File: src/ubh_consts.svh
// timing counts, limits and reset values for the serial port block
// Contract
// - line rates from 1.2 kbaud to 12 Mbaud
// - bit period is operating clock divided down
// - divisor integer part accepts 4 through 40000
// - divisor carries a fraction in eighths
// - odd divisors are rounded to lower eighth
// - config pins select serial-only or shared mode
// - transmit_active leads start bit by one cycle
// - receive_ready_n low when data can be accepted
// - clear_to_transmit_n high pauses new characters
// - terminal_ready_n low when connected and accepting
// - peer_ready_n high blocks transmission
// - start, 7/8 data lsb first, parity, stop
// - parity none, odd, even, high or low
// - receive_ready_n high when both receive stages full
// - resume_char restarts, pause_char stops transmission
`ifndef UBH_CONSTS_SVH
`define UBH_CONSTS_SVH
// ----------------------------------------------------------------
// divisor limits and clocking
// ----------------------------------------------------------------
`define UBH_DIV_MIN 16'h0004
`define UBH_DIV_MAX 16'h9C40
`define UBH_DIV_FRAC_W 3
`define UBH_BAUD_MIN_HZ 1200
`define UBH_BAUD_MAX_HZ 12000000
`define UBH_OPCLK_NOM_HZ 48000000
`define UBH_CLK_PERIOD_NS 10
`define UBH_TXACT_LEAD_CYC 1
// ----------------------------------------------------------------
// reset values
// ----------------------------------------------------------------
`define UBH_RESUME_RST 8'h11
`define UBH_PAUSE_RST 8'h13
`define UBH_SYNC_RST 7'h07
// ----------------------------------------------------------------
// field positions in the synchronised pin vector
// ----------------------------------------------------------------
`define UBH_PIN_RXD 0
`define UBH_PIN_CTS 1
`define UBH_PIN_DSR 2
`define UBH_PIN_DCD 3
`define UBH_PIN_RI 4
`define UBH_PIN_CFG0 5
`define UBH_PIN_CFG1 6
`endif

File: src/ubh_pkg.sv
// types shared by the serial port block
package ubh_pkg;
    typedef enum logic [2:0] {
        UBH_PAR_NONE = 3'h0,
        UBH_PAR_ODD = 3'h1,
        UBH_PAR_EVEN = 3'h2,
        UBH_PAR_HIGH = 3'h3,
        UBH_PAR_LOW = 3'h4
    } ubh_parity_t;
    typedef enum logic [2:0] {
        UBH_FLOW_NONE = 3'h0,
        UBH_FLOW_RTS_CTS = 3'h1,
        UBH_FLOW_DTR_DSR = 3'h2,
        UBH_FLOW_XON_PAUSE_CHAR = 3'h3,
        UBH_FLOW_OFF = 3'h4
    } ubh_flow_t;
    typedef enum logic [5:0] {
        UBH_TX_IDLE = 6'h01,
        UBH_TX_LEAD = 6'h02,
        UBH_TX_START = 6'h04,
        UBH_TX_DATA = 6'h08,
        UBH_TX_PAR = 6'h10,
        UBH_TX_STOP = 6'h20
    } ubh_tx_state_t;
    typedef enum logic [4:0] {
        UBH_RX_IDLE = 5'h01,
        UBH_RX_START = 5'h02,
        UBH_RX_DATA = 5'h04,
        UBH_RX_PAR = 5'h08,
        UBH_RX_STOP = 5'h10
    } ubh_rx_state_t;
endpackage

File: src/ubh_uart.sv
// serial port: transmit fifo, framing, receive holding stage and handshake lines
`timescale 1ns/1ps
`include "ubh_consts.svh"
module ubh_uart #(
    parameter int FIFO_DEPTH = 8
) (
    input wire logic clk_i,
    input wire logic sys_rst_i,
    input wire logic clk_en_i,
    input wire logic [15:0] baud_int_i,
    input wire logic [`UBH_DIV_FRAC_W-1:0] baud_frac_i,
    input wire logic data_bits8_i,
    input wire ubh_pkg::ubh_parity_t parity_i,
    input wire logic stop_bits2_i,
    input wire ubh_pkg::ubh_flow_t flow_mode_i,
    input wire logic [7:0] resume_char_i,
    input wire logic [7:0] pause_char_i,
    input wire logic terminal_ready_en_i,
    input wire logic [7:0] tx_data_i,
    input wire logic tx_valid_i,
    output logic tx_ready_o,
    output logic [7:0] rx_data_o,
    output logic [1:0] rx_err_o,
    output logic rx_valid_o,
    input wire logic rx_ready_i,
    input wire logic serial_in_i,
    output logic serial_out_o,
    output logic transmit_active_o,
    output logic receive_ready_n_o,
    input wire logic clear_to_transmit_n_i,
    output logic terminal_ready_n_o,
    input wire logic peer_ready_n_i,
    input wire logic carrier_detect_i,
    input wire logic ring_wake_i,
    input wire logic interface_cfg_bit0_i,
    input wire logic interface_cfg_bit1_i,
    output logic carrier_detect_o,
    output logic ring_wake_o,
    output logic uart_enabled_o,
    output logic i2c_enabled_o,
    output logic tx_paused_o
);
    import ubh_pkg::*;

    // ----------------------------------------------------------------
    // shared decode
    // ----------------------------------------------------------------
    // parity bit for a character, used by both directions
    function automatic logic par_of(input logic [7:0] d, input logic b8, input ubh_parity_t m);
        logic ones;
        ones = ^(b8 ? d : {1'b0, d[6:0]});
        case (m)
            UBH_PAR_ODD: par_of = ~ones;
            UBH_PAR_EVEN: par_of = ones;
            UBH_PAR_HIGH: par_of = 1'b1;
            default: par_of = 1'b0;
        endcase
    endfunction

    logic [6:0] sync_a;
    logic [6:0] sync_b;
    logic uart_en;
    logic i2c_en;
    ubh_tx_state_t tx_state;
    logic [7:0] tx_shift;
    logic tx_par;
    logic [2:0] tx_cnt;
    ubh_rx_state_t rx_state;
    logic [7:0] rx_shift;
    logic [2:0] rx_cnt;
    logic rx_perr;
    logic rx_pend;
    logic [7:0] rx_word;
    logic [1:0] rx_word_err;
    logic paused;
    logic [7:0] fifo_data;
    logic fifo_valid;
    logic tx_tick;
    logic rx_mid;
    logic fifo_rd_ready;

    // ----------------------------------------------------------------
    // pin synchronisers and mode straps
    // ----------------------------------------------------------------
    // every outside level passes two flops before anything reads it
    always_ff @(posedge clk_i) begin
        if (sys_rst_i) begin
            sync_a <= `UBH_SYNC_RST;
            sync_b <= `UBH_SYNC_RST;
        end else if (clk_en_i) begin
            sync_a <= {interface_cfg_bit1_i, interface_cfg_bit0_i, ring_wake_i,
                carrier_detect_i, peer_ready_n_i, clear_to_transmit_n_i, serial_in_i};
            sync_b <= sync_a;
        end
    end
    wire rxd = sync_b[`UBH_PIN_RXD];
    wire cts_s = sync_b[`UBH_PIN_CTS];
    wire dsr_s = sync_b[`UBH_PIN_DSR];
    assign carrier_detect_o = sync_b[`UBH_PIN_DCD];
    assign ring_wake_o = sync_b[`UBH_PIN_RI];

    // mode is taken from the straps after synchronisation, never at reset
    always_ff @(posedge clk_i) begin
        if (sys_rst_i) begin
            uart_en <= 1'b0;
            i2c_en <= 1'b0;
        end else if (clk_en_i) begin
            uart_en <= sync_b[`UBH_PIN_CFG1];
            i2c_en <= sync_b[`UBH_PIN_CFG0];
        end
    end
    assign uart_enabled_o = uart_en;
    assign i2c_enabled_o = i2c_en;
    wire port_on = uart_en & (flow_mode_i != UBH_FLOW_OFF);

    // ----------------------------------------------------------------
    // transmit path
    // ----------------------------------------------------------------
    ubh_fifo #(
        .WIDTH(8),
        .DEPTH(FIFO_DEPTH)
    ) u_tx_fifo (
        .clk_i(clk_i),
        .sys_rst_i(sys_rst_i),
        .clk_en_i(clk_en_i),
        .in_data_i(tx_data_i),
        .in_valid_i(tx_valid_i),
        .in_ready_o(tx_ready_o),
        .out_data_o(fifo_data),
        .out_valid_o(fifo_valid),
        .out_ready_i(fifo_rd_ready)
    );

    ubh_baud u_tx_baud (
        .clk_i(clk_i),
        .sys_rst_i(sys_rst_i),
        .clk_en_i(clk_en_i),
        .restart_i(tx_state == UBH_TX_LEAD),
        .div_int_i(baud_int_i),
        .div_frac_i(baud_frac_i),
        .bit_tick_o(tx_tick),
        .mid_tick_o()
    );

    // flow gates are checked only between characters, a frame always completes
    wire cts_block = (flow_mode_i == UBH_FLOW_RTS_CTS) & cts_s;
    wire dsr_block = (flow_mode_i == UBH_FLOW_DTR_DSR) & dsr_s;
    wire pause_char_block = (flow_mode_i == UBH_FLOW_XON_PAUSE_CHAR) & paused;
    wire tx_allow = port_on & ~cts_block & ~dsr_block & ~pause_char_block;
    assign fifo_rd_ready = (tx_state == UBH_TX_IDLE) & tx_allow;
    wire tx_take = fifo_rd_ready & fifo_valid;
    wire [2:0] data_last = data_bits8_i ? 3'h7 : 3'h6;
    wire has_par = (parity_i != UBH_PAR_NONE);
    assign transmit_active_o = (tx_state != UBH_TX_IDLE);
    // line level from the state registers; idle and stop bits are marks
    assign serial_out_o = (tx_state == UBH_TX_START) ? 1'b0 :
        (tx_state == UBH_TX_DATA) ? tx_shift[0] :
        (tx_state == UBH_TX_PAR) ? tx_par : 1'b1;

    // transmit sequencer: one lead clock, start, data lsb first, parity, stops
    always_ff @(posedge clk_i) begin
        if (sys_rst_i) begin
            tx_state <= UBH_TX_IDLE;
            tx_shift <= 8'h00;
            tx_par <= 1'b0;
            tx_cnt <= 3'h0;
        end else if (clk_en_i) begin
            case (tx_state)
                UBH_TX_IDLE: begin
                    if (tx_take) begin
                        tx_shift <= fifo_data;
                        tx_par <= par_of(fifo_data, data_bits8_i, parity_i);
                        tx_state <= UBH_TX_LEAD;
                    end
                end
                UBH_TX_LEAD: tx_state <= UBH_TX_START;
                UBH_TX_START: begin
                    if (tx_tick) begin
                        tx_cnt <= 3'h0;
                        tx_state <= UBH_TX_DATA;
                    end
                end
                UBH_TX_DATA: begin
                    if (tx_tick) begin
                        tx_shift <= {1'b0, tx_shift[7:1]};
                        tx_cnt <= tx_cnt + 3'h1;
                        if (tx_cnt == data_last) begin
                            tx_cnt <= 3'h0;
                            tx_state <= has_par ? UBH_TX_PAR : UBH_TX_STOP;
                        end
                    end
                end
                UBH_TX_PAR: if (tx_tick) tx_state <= UBH_TX_STOP;
                UBH_TX_STOP: begin
                    if (tx_tick) begin
                        tx_cnt <= tx_cnt + 3'h1;
                        if (tx_cnt == {2'h0, stop_bits2_i}) begin
                            tx_state <= UBH_TX_IDLE;
                        end
                    end
                end
                default: tx_state <= UBH_TX_IDLE;
            endcase
        end
    end

    // ----------------------------------------------------------------
    // receive path
    // ----------------------------------------------------------------
    // a pending character blocks new starts, so the line is not sampled then
    wire rx_begin = (rx_state == UBH_RX_IDLE) & ~rxd & ~rx_pend & port_on;

    ubh_baud u_rx_baud (
        .clk_i(clk_i),
        .sys_rst_i(sys_rst_i),
        .clk_en_i(clk_en_i),
        .restart_i(rx_begin),
        .div_int_i(baud_int_i),
        .div_frac_i(baud_frac_i),
        .bit_tick_o(),
        .mid_tick_o(rx_mid)
    );

    wire [7:0] rx_char = data_bits8_i ? rx_shift : {1'b0, rx_shift[7:1]};
    wire rx_end = (rx_state == UBH_RX_STOP) & rx_mid;
    wire is_xon = (flow_mode_i == UBH_FLOW_XON_PAUSE_CHAR);
    wire flow_char = is_xon & ((rx_char == pause_char_i) | (rx_char == resume_char_i));
    wire rx_done = rx_end & ~flow_char;
    wire hold_pop = rx_valid_o & rx_ready_i;
    wire [1:0] rx_err_now = {~rxd, rx_perr};

    // receive sequencer, sampling each bit at its middle
    always_ff @(posedge clk_i) begin
        if (sys_rst_i) begin
            rx_state <= UBH_RX_IDLE;
            rx_shift <= 8'h00;
            rx_cnt <= 3'h0;
            rx_perr <= 1'b0;
        end else if (clk_en_i) begin
            case (rx_state)
                UBH_RX_IDLE: if (rx_begin) rx_state <= UBH_RX_START;
                UBH_RX_START: begin
                    if (rx_mid) begin
                        // a glitch shorter than half a bit is not a start
                        rx_state <= rxd ? UBH_RX_IDLE : UBH_RX_DATA;
                        rx_cnt <= 3'h0;
                        rx_perr <= 1'b0;
                    end
                end
                UBH_RX_DATA: begin
                    if (rx_mid) begin
                        rx_shift <= {rxd, rx_shift[7:1]};
                        rx_cnt <= rx_cnt + 3'h1;
                        if (rx_cnt == data_last) begin
                            rx_state <= has_par ? UBH_RX_PAR : UBH_RX_STOP;
                        end
                    end
                end
                UBH_RX_PAR: begin
                    if (rx_mid) begin
                        rx_perr <= (rxd != par_of(rx_char, data_bits8_i, parity_i));
                        rx_state <= UBH_RX_STOP;
                    end
                end
                UBH_RX_STOP: if (rx_mid) rx_state <= UBH_RX_IDLE;
                default: rx_state <= UBH_RX_IDLE;
            endcase
        end
    end

    // holding stage plus a second slot in the shift side
    always_ff @(posedge clk_i) begin
        if (sys_rst_i) begin
            rx_valid_o <= 1'b0;
            rx_data_o <= 8'h00;
            rx_err_o <= 2'h0;
            rx_pend <= 1'b0;
            rx_word <= 8'h00;
            rx_word_err <= 2'h0;
        end else if (clk_en_i) begin
            if (rx_done) begin
                rx_word <= rx_char;
                rx_word_err <= rx_err_now;
            end
            if (rx_done && (!rx_valid_o || hold_pop)) begin
                rx_data_o <= rx_char;
                rx_err_o <= rx_err_now;
                rx_valid_o <= 1'b1;
            end else if (hold_pop && rx_pend) begin
                rx_data_o <= rx_word;
                rx_err_o <= rx_word_err;
                rx_pend <= 1'b0;
            end else if (rx_done) begin
                rx_pend <= 1'b1;
            end else if (hold_pop) begin
                rx_valid_o <= 1'b0;
            end
        end
    end

    // software pause state, driven by the peer's in-band characters
    always_ff @(posedge clk_i) begin
        if (sys_rst_i) begin
            paused <= 1'b0;
        end else if (clk_en_i) begin
            if (!is_xon) paused <= 1'b0;
            else if (rx_end && rx_char == pause_char_i) paused <= 1'b1;
            else if (rx_end && rx_char == resume_char_i) paused <= 1'b0;
        end
    end
    assign tx_paused_o = paused;

    // ----------------------------------------------------------------
    // handshake outputs
    // ----------------------------------------------------------------
    wire rts_full = (flow_mode_i == UBH_FLOW_RTS_CTS) & rx_valid_o & rx_pend;
    assign receive_ready_n_o = ~port_on | rts_full;
    wire dtr_full = (flow_mode_i == UBH_FLOW_DTR_DSR) & rx_pend;
    assign terminal_ready_n_o = ~(port_on & terminal_ready_en_i) | dtr_full;
endmodule

File: src/ubh_fifo.sv
// small synchronous fifo with a registered output stage
`timescale 1ns/1ps
module ubh_fifo #(
    parameter int WIDTH = 8,
    parameter int DEPTH = 8
) (
    input wire logic clk_i,
    input wire logic sys_rst_i,
    input wire logic clk_en_i,
    input wire logic [WIDTH-1:0] in_data_i,
    input wire logic in_valid_i,
    output logic in_ready_o,
    output logic [WIDTH-1:0] out_data_o,
    output logic out_valid_o,
    input wire logic out_ready_i
);
    localparam int AW = $clog2(DEPTH);
    logic [WIDTH-1:0] mem [DEPTH];
    logic [AW-1:0] wp;
    logic [AW-1:0] rp;
    logic [AW:0] mcnt;
    // ----------------------------------------------------------------
    // handshake decode
    // ----------------------------------------------------------------
    // the output register counts as an extra slot, so DEPTH+1 words fit
    wire push = in_valid_i & in_ready_o;
    wire load = (mcnt != '0) & (~out_valid_o | out_ready_i);
    assign in_ready_o = (mcnt != (AW+1)'(DEPTH));
    // storage write and head prefetch
    always_ff @(posedge clk_i) begin
        if (clk_en_i) begin
            if (push) begin
                mem[wp] <= in_data_i;
            end
            if (load) begin
                out_data_o <= mem[rp];
            end
        end
    end
    // pointers, fill level and output valid
    always_ff @(posedge clk_i) begin
        if (sys_rst_i) begin
            wp <= '0;
            rp <= '0;
            mcnt <= '0;
            out_valid_o <= 1'b0;
        end else if (clk_en_i) begin
            if (push) wp <= wp + 1'b1;
            if (load) rp <= rp + 1'b1;
            mcnt <= mcnt + (AW+1)'(push) - (AW+1)'(load);
            if (load) out_valid_o <= 1'b1;
            else if (out_ready_i) out_valid_o <= 1'b0;
        end
    end
endmodule

File: src/ubh_baud.sv
// fractional bit-period generator with mid-bit strobe
`timescale 1ns/1ps
`include "ubh_consts.svh"
module ubh_baud (
    input wire logic clk_i,
    input wire logic sys_rst_i,
    input wire logic clk_en_i,
    input wire logic restart_i,
    input wire logic [15:0] div_int_i,
    input wire logic [`UBH_DIV_FRAC_W-1:0] div_frac_i,
    output logic bit_tick_o,
    output logic mid_tick_o
);
    logic [15:0] cnt;
    logic [`UBH_DIV_FRAC_W-1:0] acc;
    // ----------------------------------------------------------------
    // divisor decode
    // ----------------------------------------------------------------
    // out-of-range divisors are clamped rather than allowed to stall the line
    wire [15:0] div_eff = (div_int_i < `UBH_DIV_MIN) ? `UBH_DIV_MIN :
        (div_int_i > `UBH_DIV_MAX) ? `UBH_DIV_MAX : div_int_i;
    // the fraction is taken as given: software rounds down to an eighth
    wire [`UBH_DIV_FRAC_W:0] acc_sum = {1'b0, acc} + {1'b0, div_frac_i};
    // a carry stretches this bit by one clock, eight bits average out
    wire [15:0] period = div_eff + {15'h0000, acc_sum[`UBH_DIV_FRAC_W]};
    assign bit_tick_o = (cnt == period - 16'h0001);
    assign mid_tick_o = (cnt == {1'b0, div_eff[15:1]} - 16'h0001);
    // period counter and fraction accumulator
    always_ff @(posedge clk_i) begin
        if (sys_rst_i) begin
            cnt <= 16'h0000;
            acc <= '0;
        end else if (clk_en_i) begin
            if (restart_i) begin
                cnt <= 16'h0000;
                acc <= '0;
            end else if (bit_tick_o) begin
                cnt <= 16'h0000;
                acc <= acc_sum[`UBH_DIV_FRAC_W-1:0];
            end else begin
                cnt <= cnt + 16'h0001;
            end
        end
    end
endmodule

File: config.mk
export PLATFORM = sky130hd
export DESIGN_NAME = ubh_uart
export DESIGN_NICKNAME = d
export VERILOG_FILES = /design/src/ubh_pkg.sv /design/src/ubh_uart.sv /design/src/ubh_fifo.sv /design/src/ubh_baud.sv
export VERILOG_INCLUDE_DIRS = /design/src
export SDC_FILE = /design/constraint.sdc
export NUM_CORES = 1
export LEC_CHECK = 0
export BUFFER_PORTS_ARGS = -buffer_cell sky130_fd_sc_hd__buf_2
export CORE_ASPECT_RATIO = 0.5
export CORE_MARGIN = 2
export CORE_UTILIZATION = 55
export CTS_CLUSTER_DIAMETER = 40
export DETAILED_ROUTE_END_ITERATION = 8
export GPL_ROUTABILITY_DRIVEN = 0
export PLACE_DENSITY = 0.77
export REMOVE_ABC_BUFFERS = 1
export SLEW_MARGIN = 10
export SYNTH_ARGS = -nofsm -noshare
export SYNTH_HDL_FRONTEND = slang
export SYNTH_SLANG_ARGS = --single-unit
export TNS_END_PERCENT = 30
File: constraint.sdc
create_clock -name clk_i -period 4.5 [get_ports clk_i]
set_input_delay 0.9 -clock clk_i [delete_from_list [all_inputs] [get_ports clk_i]]
set_output_delay 0.9 -clock clk_i [all_outputs]
set_load 0.005 [all_outputs]
* Word level (Yosys, flattened, before mapping) *
Memories as Yosys holds them, arrays and structs flattened. A register that Yosys moved wholly into a read port is not among the register bits.
Index checks and enable logic that the tools add are counted.
Widths: inputs -> output; s select.

cells by class
  add/subtract/negate cells = 15
  $lt $le $gt $ge = 2
  reductions and logical operators = 38
  bitwise operators = 38
  multiply operators = 0
  muxes and demuxes = 73
  eq/ne operators = 45
  shift operators = 0
  divide/modulo/power cells = 0

operator list
  operator               count
  $mux 16                6
  $mux 8                 7
  $eq 16x16->1           3
  $mux 6                 8
  $pmux 6 s6             1
  $mux 5                 7
  $mux 3                 11
  $add 16x1->16          2
  $add 16x1->16 const B  2
  $sub 16x1->16 const B  2
  $ne 2x2->1 const B     13
  $pmux 5 s5             1
  $mux 1                 24
  $and 1x1->1            22
  $reduce_bool 2->1      9
  $eq 8x8->1             2
  $gt 16x16->1 const B   1
  $lt 16x3->1 const B    1
  $pmux 8 s2             1
  $reduce_and 2->1       8
  $reduce_and 4->1       4
  $reduce_xor 8->1       2
  $sub 15x1->16 const B  1
  $add 3x1->3 const B    4
  other kinds (40)       69

storage, ports and cells
  output and inout bits = 21
  latch bits = 0
  logic and storage cells = 239
  memories = 1
  bits in registers = 123
  bits in writable memories = 64
  ROM bits = 0

memory list
  memory         words  width  rd ports  clocked after memory_dff  wr ports  line            source
  u_tx_fifo.mem  8      8      1         1                         1         ubh_fifo.sv:18  logic [WIDTH-1:0] mem [DEPTH];

* Logic depth before layout (Yosys ltp) *
Gate-level depths: netlist (run 1).

  depth in word-level cells = 12
  mapped depth = 20

* By module *
Synthesis (run 1) repeated with hierarchy kept, for this count alone.

unflattened totals
  cells, all modules = 1,350
  area, all modules = 12,772.2 um^2

by module, submodules not included
  module                cells an instance  seq. area each (um^2)  area each (um^2)  times used
  ubh_uart              496                1,481.4                4,152.7           1
  ubh_fifo              184                2,382.3                3,424.5           1
  ubh_baud (u_tx_baud)  341                380.4                  2,708.8           1
  ubh_baud (u_rx_baud)  329                380.4                  2,486.1           1

* Least setup slack after synthesis (run 1) *
No wires, ideal clock.

  path type = input to register
  start point = input port baud_int_i[10]
  end point = register tx_cnt[0]
  required time = 4.379 ns
  library setup time = 0.121 ns
  path buffers = 4
  cell stages on the path = 20
  setup slack = -0.320 ns
  arrival time = 4.699 ns
  cells stage by stage = buf_2 and4_1 clkbuf_1 and4_1 nor2_1 nor2_1 nand2_1 ha_1 ha_1 clkbuf_2 nor4b_1 nand4_1 and2_1 mux2i_1 nand4_1 nor4bb_1 nand3b_1 buf_2 nor2_1 mux2_2

between the ends
  longest elaborated chain between the ends = 8
  elaborated cells between the ends (all ways) = 11
  classes of those cells = 2 x add/sub; 2 x order compare; 4 x eq/ne; 2 x mux; 1 x reduce/logical

ends and longest elaborated chain
  what                                   line             source
  start, declared                        ubh_uart.sv:10   input wire logic [15:0] baud_int_i,
  $gt 16x16->1 (no source line)          -
  $mux 16                                ubh_baud.sv:21   (div_int_i > `UBH_DIV_MAX) ? `UBH_DIV_MAX : div_int_i;
  $mux 16 (*)                            ubh_baud.sv:20   wire [15:0] div_eff = (div_int_i < `UBH_DIV_MIN) ? `UBH_DIV_MIN :
  $add 16x1->16 (*)                      ubh_baud.sv:25   wire [15:0] period = div_eff + {15'h0000, acc_sum[`UBH_DIV_FRAC_W]};
  $sub 16x1->16 (*)                      ubh_baud.sv:26   assign bit_tick_o = (cnt == period - 16'h0001);
  $eq 16x16->1 (*)                       ubh_baud.sv:26
  $ne 2x2->1 (no source line)            -
  $reduce_and 5->1 (no source line) (*)  -
  end signal, assigned                   ubh_uart.sv:186  tx_cnt <= tx_cnt + 3'h1;
  end signal, assigned                   ubh_uart.sv:196  tx_cnt <= tx_cnt + 3'h1;
  end, declared                          ubh_uart.sv:67   logic [2:0] tx_cnt;

Mark *: on every way between the ends. The rest lies on a longest branch, timed or not.
A chain may end at the register's enable or synchronous reset.

* Worst setup path after layout (run 1) *
  start point = input port baud_int_i[9]
  end point = register tx_cnt[2]

The elaborated chain is that of the path after synthesis.

==> results of run 1 <==
==> routing by layer <==
layer	global-route usage (%)	up-vias	wire (um)
li1	-	4790	-
met1	36.0	4880	12900
met2	48.1	482	14900
met3	4.69	90	2220
met4	12.3	0	1040
met5	0	-	0
==> flip-flops by register name (all words and copies together), names as in the netlist, 4 cells and up <==
signal / flops
rx_state: 5
tx_state: 6
u_tx_fifo.out_data_o: 8
rx_word: 8
rx_data_o: 8
u_tx_fifo.mcnt: 4
u_tx_fifo.mem: 64
rx_shift: 8
tx_shift: 8
sync_b: 7
u_rx_baud.cnt: 16
u_tx_baud.cnt: 16
sync_a: 7
==> cells in the mapped netlist (5+ instances only) <==
library cell and count:
a22o_1 11, nor4b_1 5, nor4_1 20, nand2_1 107, mux2_2 11, or3_1 13, a21oi_1 43, nor3_1 34
and4_1 6, buf_2 14, nand3_1 43, a211oi_1 9, nand3b_1 6, o211ai_1 14, mux4_2 16, nor2_1 121
o21ai_0 48, and3_1 11, inv_1 42, edfxtp_1 72, ha_1 24, buf_1 13, o2bb2ai_1 6, or4_1 9
nor2b_1 13, a2111oi_0 5, and2_1 11, a21o_1 7, dfxtp_1 123, nand4bb_1 5, o211a_1 6, a31oi_1 5
nand2b_1 18, nand4_1 26, or2_2 10, clkbuf_1 45, o21a_1 7, mux2i_1 58, xnor2_1 68, xor2_1 44
==> cell families after synthesis <==
group,after synthesis
buffers and inverters,119
AND/OR/NAND/NOR,476
multiplexers,86
adder cells (fa/ha/maj),27
flip-flops,195
XOR/XNOR,112
AO/OA/AOI/OAI,226
==> where the power goes <==
part	internal (mW)	switching [mW]	total (mW)
sequential	1.92	0.105	2.03
clock	0.780	0.705	1.49
combinational	0.472	0.486	0.958
==> path summary, 6_finish.rpt <==
check / start / end / cells after the start
max reg2reg: u_tx_baud.acc[1] / tx_cnt[2] / 15
min: rx_word[0] / rx_word[0] / 2
min reg2reg: rx_word[0] / rx_word[0] / 2
max: baud_int_i[9] / tx_cnt[2] / 17
==> timing repair <==
item / 4_1_cts / 5_1_grt
setup buffers: 0 / 1
setup endpoints to repair: 7 / 54
gates resized for setup: 2 / 20
pin swaps: 0 / 8
==> area by class of cell <==
type                            count  area [sq um]  area share [%]
Clock buffer                       18           429            3.18
Timing Repair Buffer              182          1180            8.79
Clock inverter                     14           140            1.04
Multi-Input combinational cell    927          6600            49.0
Inverter                           43           161            1.20
Sequential cell                   195          4620            34.3
Tap cell                          273           342            2.53
==> cell usage in the layout (no fill, tap or decap), types with 32 or more instances in the layout <==
cell type / instances
nor3_1: 32
buf_4: 95
xnor2_1: 68
mux2i_1: 58
dfxtp_1: 123
nand2_1: 106
inv_1: 42
edfxtp_1: 72
nor2_1: 120
a21oi_1: 43
xor2_1: 44
buf_2: 84
o21ai_0: 47
nand3_1: 42
==> worst register-to-register path, delay by kind of cell, from the launching register on <==
family | cells | cell delay [ns]
muxes | 1 | 0.17
buffers and inverters | 1 | 0.15
DFF | 1 | 0.31
adders and majority gates | 3 | 0.72
and+or+nand+nor | 7 | 1.73
AOI/OAI and AO/OA | 3 | 0.67
==> flow_metrics.env, run 1 <==
export IMPL_hold_buffers=0
export IMPL_async_flop_share_pct=0
export IMPL_synth_top_area_share_pct=21.2
export IMPL_synthMuxAreaShare_pct=9.32
export IMPL_port_buffer_count=84
export IMPL_numCtsBuffers=17
export IMPL_worstPathArrival_ns=4.66
export IMPL_overflow=0
export IMPL_worst_slack_ns=0.169
export IMPL_dieArea_sq_um=22300
export IMPL_crit_path_end_kind="register"
export IMPL_critical_path_top_delay_family="simple AND/OR/NAND/NOR gates"
export IMPL_num_vias=10242
export IMPL_skew_ns=0.0137
export IMPL_path_buf_inv=2
export IMPL_dr_pass1_iters=7
export IMPL_period_minus_slack_ns=4.33
export IMPL_clock_sinks=195
export IMPL_synth_xor_area_share_pct=8.46
export IMPL_reg2reg_slack_ns=0.63
export IMPL_powerDensity_nw_per_um2=332
export IMPL_ys_ff_latch=195
export IMPL_fmaxAchievable_mhz=231
export IMPL_synth_edf_count=72
export IMPL_viasPerCell=6.20
export IMPL_ys_warn_count=0
export IMPL_grt_max_degree=51
export IMPL_cts_buffer_depth=2
export IMPL_synth_compound_area_share_pct=13.8
export IMPL_synth_cell_type_count=85
export IMPL_worstSetupPathType="input pin to register"
export IMPL_worstMarginPinSlew_ns=1.15
export IMPL_start_util_pct=56.3
export IMPL_synth_area_leaders="dfxtp_1 (21%), edfxtp_1 (19%), xnor2_1 (5.1%)"
export IMPL_dp_hpwl_um=22500
export IMPL_root_buffer="clkbuf_16"
export IMPL_final_antenna_net_count=0
export IMPL_die_x_um=209
export IMPL_hold_viol=0
export IMPL_cts_tree="built"
export IMPL_clkTransAtPathRegs_ns=0.08
export IMPL_dp_cells=1619
export IMPL_cpMaxStageDelayCell="or4_4"
export IMPL_stdcell_count=1652
export IMPL_fin_nets=1457
export IMPL_core_area_sq_um=20600
export IMPL_power_total_mw=4.47
export IMPL_status="finished clean"
export IMPL_timing_hold_ws_ns=0.470
export IMPL_fin_util_pct=65.4
export IMPL_grt_pass1_vias=10017
export IMPL_max_slew_margin_pct=22.9
export IMPL_drv_cap=0
export IMPL_rows=37
export IMPL_synthCells=1241
export IMPL_post_route_period_util_pct=96.2
export IMPL_required_ns=4.83
export IMPL_io_pins=85
export IMPL_synth_top_area_cell="dfxtp_1"
export IMPL_area_delta_synth_final_pct=16.3
export IMPL_synthAdderAreaFrac_pct=3.11
export IMPL_grt_pass1_wl_um=50400
export IMPL_crit_chain="buf_2 > or4_4 > a21oi_4 > nor2_1 > nor2_1 > nand2_2 > ha_2 > ha_2 > xor2_1 > o211ai_1 > a221oi_2 > nand3_1 > nor4bb_4 > buf_4 > nand3b_1 > or3_4 > a32o_1"
export IMPL_synthSimpleGateAreaFrac_pct=21.3
export IMPL_clk_latency_ns=0.44
export IMPL_synth_top_family_by_area="simple AND/OR/NAND/NOR gates"
export IMPL_diodes=0
export IMPL_min_path_type="register to register"
export IMPL_final_max_slew_viol_count=0
export IMPL_ys_seq_area_share_pct=39.9
export IMPL_power_leakage_nw=5.18
export IMPL_ir_worst_vdd_mv=0.366
export IMPL_path_max_fanout=5
export IMPL_ys_flop_type="dfxtp_1"
export IMPL_final_fill_count=1644
export IMPL_finalSetupViolations=0
export IMPL_drive_gt1_share_pct=20.7
export IMPL_gr_usage_all_layers_pct=28.3
export IMPL_drt_wl_total_um=31000
export IMPL_fp_dieH_um=107
export IMPL_antenna_found_initial=0
export IMPL_cts_htree_levels=4
export IMPL_wl_per_cell_um=18.8
export IMPL_drt_iter0_markers=786
export IMPL_critical_path_startpoint_type="input pin"
export IMPL_max_stage_delay_ns=0.55
export IMPL_place_worst_setup_slack_ns=-0.469
export IMPL_fin_tns_setup_ns=0
export IMPL_synth_area_sq_um=11600
export IMPL_placed_cell_area_sq_um=12800
export IMPL_drc=0
export IMPL_fin_area_sq_um=13500
export IMPL_syn_avg_cell_area_sq_um=9.34
(Power assumes the default switching activity.)
==> run 2, diff against run 1 <==
CORE_UTILIZATION = 50   (was 55)
PLACE_DENSITY = 0.71   (was 0.77)
==> flow_metrics.env, run 2 (synthesis gave the netlist of run 1 again) <==
export IMPL_status="finished clean"
export IMPL_dieArea_sq_um=24500
export IMPL_clkTransAtPathRegs_ns=0.07
export IMPL_largestRegisters="u_tx_fifo.mem: 64 flops, u_rx_baud.cnt: 16 flops, u_tx_baud.cnt: 16 flops"
export IMPL_ir_worst_vdd_mv=0.291
export IMPL_start_util_pct=50.9
export IMPL_port_buffer_count=84
export IMPL_fmaxAchievable_mhz=232
export IMPL_overflow=0
export IMPL_final_max_slew_viol_count=0
export IMPL_grt_pass1_vias=9936
export IMPL_critical_path_startpoint_type="input pin"
export IMPL_drt_wl_total_um=30800
export IMPL_area_delta_synth_final_pct=16.3
export IMPL_finalSetupViolations=0
export IMPL_place_worst_setup_slack_ns=-0.301
export IMPL_clk_latency_ns=0.45
export IMPL_crit_chain="buf_2 > or4_4 > a21oi_4 > buf_4 > a22o_1 > inv_1 > ha_1 > nor2b_1 > nor4_1 > buf_4 > a21o_1 > nand3_1 > nor4bb_2 > buf_4 > nand3b_1 > buf_4 > a21oi_1 > buf_6 > nor3_1"
export IMPL_critPathMostFrequentCell="buf_4"
export IMPL_skew_ns=0.0114
export IMPL_final_fill_count=1966
export IMPL_core_area_sq_um=22800
export IMPL_max_slew_margin_pct=40.6
export IMPL_dp_cells=1655
export IMPL_fp_dieH_um=112
export IMPL_worstSetupPathType="input pin to register"
export IMPL_root_buffer="clkbuf_16"
export IMPL_post_cts_buffers=0
export IMPL_period_minus_slack_ns=4.30
export IMPL_grt_pass1_wl_um=50400
export IMPL_largest_reg_flops=64
export IMPL_cts_htree_levels=4
export IMPL_numCtsBuffers=17
export IMPL_fin_tns_setup_ns=0
export IMPL_required_ns=4.80
export IMPL_antenna_found_initial=1
export IMPL_dp_hpwl_um=22600
export IMPL_dr_pass1_iters=5
export IMPL_rows=39
export IMPL_worst_slack_ns=0.199
export IMPL_die_x_um=219
export IMPL_drive_gt1_share_pct=20.1
export IMPL_layout_commonest_cell="dfxtp_1"
export IMPL_viasPerCell=5.99
export IMPL_gr_usage_all_layers_pct=25.7
export IMPL_min_path_type="register to register"
export IMPL_max_stage_delay_ns=0.56
export IMPL_power_leakage_nw=5.16
export IMPL_final_antenna_net_count=0
export IMPL_drc=0
export IMPL_grt_max_degree=61
export IMPL_cts_buffer_depth=2
export IMPL_stdcell_count=1688
export IMPL_worstMarginPinSlew_ns=0.887
export IMPL_hold_viol=0
export IMPL_post_route_period_util_pct=95.6
export IMPL_drv_cap=0
export IMPL_multiInputGateArea_sq_um=6530
export IMPL_wl_per_cell_um=18.2
export IMPL_num_vias=10111
export IMPL_top_register="u_tx_fifo.mem"
export IMPL_clock_sinks=195
export IMPL_powerDensity_nw_per_um2=335
export IMPL_path_max_fanout=14
export IMPL_cts_tree="built"
export IMPL_crit_path_end_kind="register"
export IMPL_drt_iter0_markers=903
export IMPL_fin_nets=1458
export IMPL_timing_hold_ws_ns=0.454
export IMPL_cpMaxStageDelayCell="or4_4"
export IMPL_register_area_sq_um=4620
export IMPL_rsz0062_at_grt="no"
export IMPL_io_pins=85
export IMPL_mostFrequentLayoutCells="dfxtp_1 (123), nor2_1 (120), nand2_1 (107)"
export IMPL_worstPathArrival_ns=4.61
[run 2: cell count changes in the layout (fill, tap and decap cells not counted), sizes merged]
cell,change
buf,+1
clkinvlp,-1
diode,+1
inv,+1
[run 2: cell type report]
cell class / count / area share, %
multi-input cells: 927 / 48.5
flip-flops and latches: 195 / 34.3
repair buffers: 183 / 8.75
clock buffers: 18 / 3.18
well taps: 307 / 2.85
clock inverters: 14 / 1.21
inverters: 43 / 1.20
diodes: 1 / 0.0186
[run 2: timing repair]
| action | 4_1_cts | 5_1_grt |
|---|---|---|
| hold buffers | 0 | 0 |
| setup endpoints to repair | 0 | 42 |
| gates resized for setup | 0 | 10 |
[run 2: metrics by stage]
step,instance area (sq um),utilization (%),power (mW)
3_3_place_gp,12800,56.3,2.97
2_1_floorplan,11300,-,2.68
6_report,13500,59.1,4.52
3_5_place_dp,12800,56.3,3.01
4_1_cts,13400,58.9,4.55
5_1_grt,13500,59.1,4.75
[run 2: worst max-delay path: cells and delay by family]
family | cells | cell delay [ns]
buffers and inverters | 7 | 1.11
AO/OA/AOI/OAI | 4 | 0.63
adder cells (fa/ha/maj) | 1 | 0.20
AND/OR/NAND/NOR | 7 | 1.75
[run 2: layer usage]
layer	vias to the layer above	GRT usage (%)	routed length [um]
li1	4790	-	-
met1	4844	34.1	13600
met2	397	41.1	14200
met3	80	5.36	2040
met4	0	10.6	936
met5	-	0	0
[run 2: worst paths after layout]
kind	startpoint	endpoint	slack, ns	cells after the start
min	u_rx_baud.acc[0]	u_rx_baud.acc[0]	0.45	2
min reg2reg	u_rx_baud.acc[0]	u_rx_baud.acc[0]	0.45	2
max	baud_int_i[9]	u_tx_baud.cnt[3]	0.20	19
max reg2reg	u_tx_baud.acc[1]	u_tx_baud.cnt[3]	0.72	17
[run 2: where the power goes]
| part | switching [mW] | internal, mW |
|---|---|---|
| sequential | 0.0659 | 1.92 |
| combinational | 0.521 | 0.474 |
| clock | 0.742 | 0.795 |
| total | 1.33 | 3.19 |
==> run 3, diff against run 2 <==
CTS_BUF_LIST = sky130_fd_sc_hd__clkbuf_4 sky130_fd_sc_hd__clkbuf_8   (was default)
SETUP_SLACK_MARGIN = 0.2   (was default)
==> flow_metrics.env, run 3 (synthesis gave the netlist of run 1 again) <==
export IMPL_power_leakage_nw=5.16
export IMPL_max_slew_margin_pct=41.8
export IMPL_timing_rr_start="u_tx_baud.acc[1]"
export IMPL_largestRegisters="u_tx_fifo.mem: 64 flops, u_rx_baud.cnt: 16 flops, u_tx_baud.cnt: 16 flops"
export IMPL_fin_tns_setup_ns=0
export IMPL_max_stage_delay_ns=0.55
export IMPL_pwr_share_clk_pct=28.1
export IMPL_finalSetupViolations=0
export IMPL_critical_path_startpoint_type="input pin"
export IMPL_clock_sinks=195
export IMPL_required_ns=4.89
export IMPL_drt_iter0_markers=922
export IMPL_multiInputGateArea_sq_um=6650
export IMPL_dp_hpwl_um=22600
export IMPL_antenna_found_initial=1
export IMPL_hold_viol=0
export IMPL_final_antenna_net_count=0
export IMPL_fin_nets=1464
export IMPL_cts_tree="built"
export IMPL_crit_chain="buf_2 > or4_4 > a21oi_4 > buf_6 > a22o_1 > inv_1 > ha_2 > nand2b_4 > nand2_1 > buf_4 > xnor2_2 > xnor2_1 > or4_4 > nor4_4 > nand4_1 > buf_4 > o21a_1 > a32o_1"
export IMPL_root_buffer="clkbuf_8"
export IMPL_overflow=0
export IMPL_dieArea_sq_um=24500
export IMPL_min_path_type="register to register"
export IMPL_gr_usage_all_layers_pct=25.5
export IMPL_io_pins=85
export IMPL_power_total_mw=4.17
export IMPL_final_fill_count=1966
export IMPL_rows=39
export IMPL_die_x_um=219
export IMPL_p_int_mw=2.88
export IMPL_hold_buffers=0
export IMPL_worstSetupPathType="input pin to register"
export IMPL_drv_cap=0
export IMPL_drive_gt1_share_pct=21.6
export IMPL_viasPerCell=5.98
export IMPL_timing_hold_ws_ns=0.459
export IMPL_period_minus_slack_ns=4.20
export IMPL_reg2reg_slack_ns=0.69
export IMPL_reg2reg_depth=15
export IMPL_path_max_fanout=4
export IMPL_wl_per_cell_um=18.2
export IMPL_rr_endpoint="tx_cnt[2]"
export IMPL_min_to="u_rx_baud.acc[0]"
export IMPL_clkTransAtPathRegs_ns=0.10
export IMPL_layout_commonest_cell="dfxtp_1"
export IMPL_crit_path_end_kind="register"
export IMPL_post_route_period_util_pct=93.3
export IMPL_clk_latency_ns=0.49
export IMPL_fmaxAchievable_mhz=238
export IMPL_start_util_pct=50.9
export IMPL_rsz0062_at_grt="no"
export IMPL_status="finished clean"
export IMPL_power_frac_seq_pct=47.6
export IMPL_final_max_slew_viol_count=0
export IMPL_drt_wl_total_um=30800
export IMPL_cts_buffer_depth=2
export IMPL_worstMarginPinSlew_ns=0.870
export IMPL_min_from="u_rx_baud.acc[0]"
export IMPL_cpMaxStageDelayCell="or4_4"
export IMPL_core_area_sq_um=22800
export IMPL_worstPathArrival_ns=4.59
export IMPL_combPwrFrac_pct=24.2
export IMPL_mostFrequentLayoutCells="dfxtp_1 (123), nor2_1 (120), nand2_1 (106)"
export IMPL_cts_htree_levels=4
export IMPL_port_buffer_count=84
export IMPL_top_register="u_tx_fifo.mem"
export IMPL_grt_max_degree=61
export IMPL_critical_path_top_delay_family="simple AND/OR/NAND/NOR gates"
export IMPL_worst_slack_ns=0.302
export IMPL_ir_worst_vdd_mv=0.250
export IMPL_area_delta_synth_final_pct=16.1
export IMPL_register_area_sq_um=4620
export IMPL_num_vias=10136
export IMPL_dr_pass1_iters=6
export IMPL_skew_ns=0.0147
export IMPL_place_worst_setup_slack_ns=-0.301
export IMPL_numCtsBuffers=17
export IMPL_largest_reg_flops=64
export IMPL_path_buf_inv=5
export IMPL_holdPathStages=2
export IMPL_swShare_pct=30.9
export IMPL_grt_pass1_vias=9870
export IMPL_fp_dieH_um=112
export IMPL_grt_pass1_wl_um=50000
export IMPL_drc=0
export IMPL_p_switching_mw=1.29
export IMPL_powerDensity_nw_per_um2=310
[run 3: worst reg2reg max path, delay by kind of cell, from the launching register on]
kind	cells	cell delay [ns]
buffers and inverters	1	0.16
adder cells (fa/ha/maj)	3	0.72
AND/OR/NAND/NOR	7	1.69
AO/OA/AOI/OAI	3	0.70
multiplexers	1	0.12
flip-flops	1	0.33
[run 3: worst max path at each step]
stage	start	to	slack, ns	depth (start not counted)
2_1_floorplan	baud_int_i[9]	u_tx_baud.cnt[10]	-0.46	15
3_3_place_gp	baud_int_i[9]	u_tx_baud.cnt[11]	-0.24	19
5_1_grt	baud_int_i[11]	u_rx_baud.cnt[1]	0.17	18
3_5_place_dp	baud_int_i[3]	u_tx_baud.cnt[3]	-0.30	21
6_report	baud_int_i[9]	u_rx_baud.cnt[1]	0.30	18
4_1_cts	baud_int_i[9]	u_tx_baud.cnt[3]	0.30	19
[run 3: power groups by stage]
stage          logic [mW]  registers, mW  clock network (mW)
3_5_place_dp        0.982           2.03                   0
3_3_place_gp        0.951           2.02                   0
4_1_cts             0.990           1.99                1.20
2_1_floorplan       0.642           2.04                   0
6_report             1.01           1.99                1.17
5_1_grt              1.12           2.00                1.27
[run 3: cell type report]
cell class	instances	area share [%]
antenna	1	0.0186
inverter	43	1.20
timing repair buffer	189	9.16
clock inverter	14	1.21
clock buffer	18	1.79
multi-input combinational	927	49.4
tap	307	2.85
sequential	195	34.4
[run 3: stage by stage]
stage | std cells | area [sq um] | util [%]
6_report | 1694 | 13500 | 59.0
5_1_grt | 1693 | 13500 | 59.0
4_1_cts | 1687 | 13200 | 58.1
3_5_place_dp | 1655 | 12800 | 56.3
3_3_place_gp | 1655 | 12800 | 56.3
2_1_floorplan | 1165 | 11300 | -
[run 3: metal layers]
| layer | share of wire (%) | vias up | GRT usage, % |
|---|---|---|---|
| met5 | 0 | - | 0 |
| met4 | 3.4 | 0 | 10.9 |
| met3 | 6.6 | 90 | 5.03 |
| met2 | 46 | 392 | 40.7 |
| met1 | 44 | 4865 | 33.9 |
| li1 | - | 4789 | - |
[run 3: what timing repair did]
item                                   in CTS  in global routing
setup endpoints to repair                   1                 68
pin swaps                                   0                 10
endpoints found under the hold margin       0                  0
resized for setup                           1                 35
cloned                                      0                  1
setup buffers                               0                  5
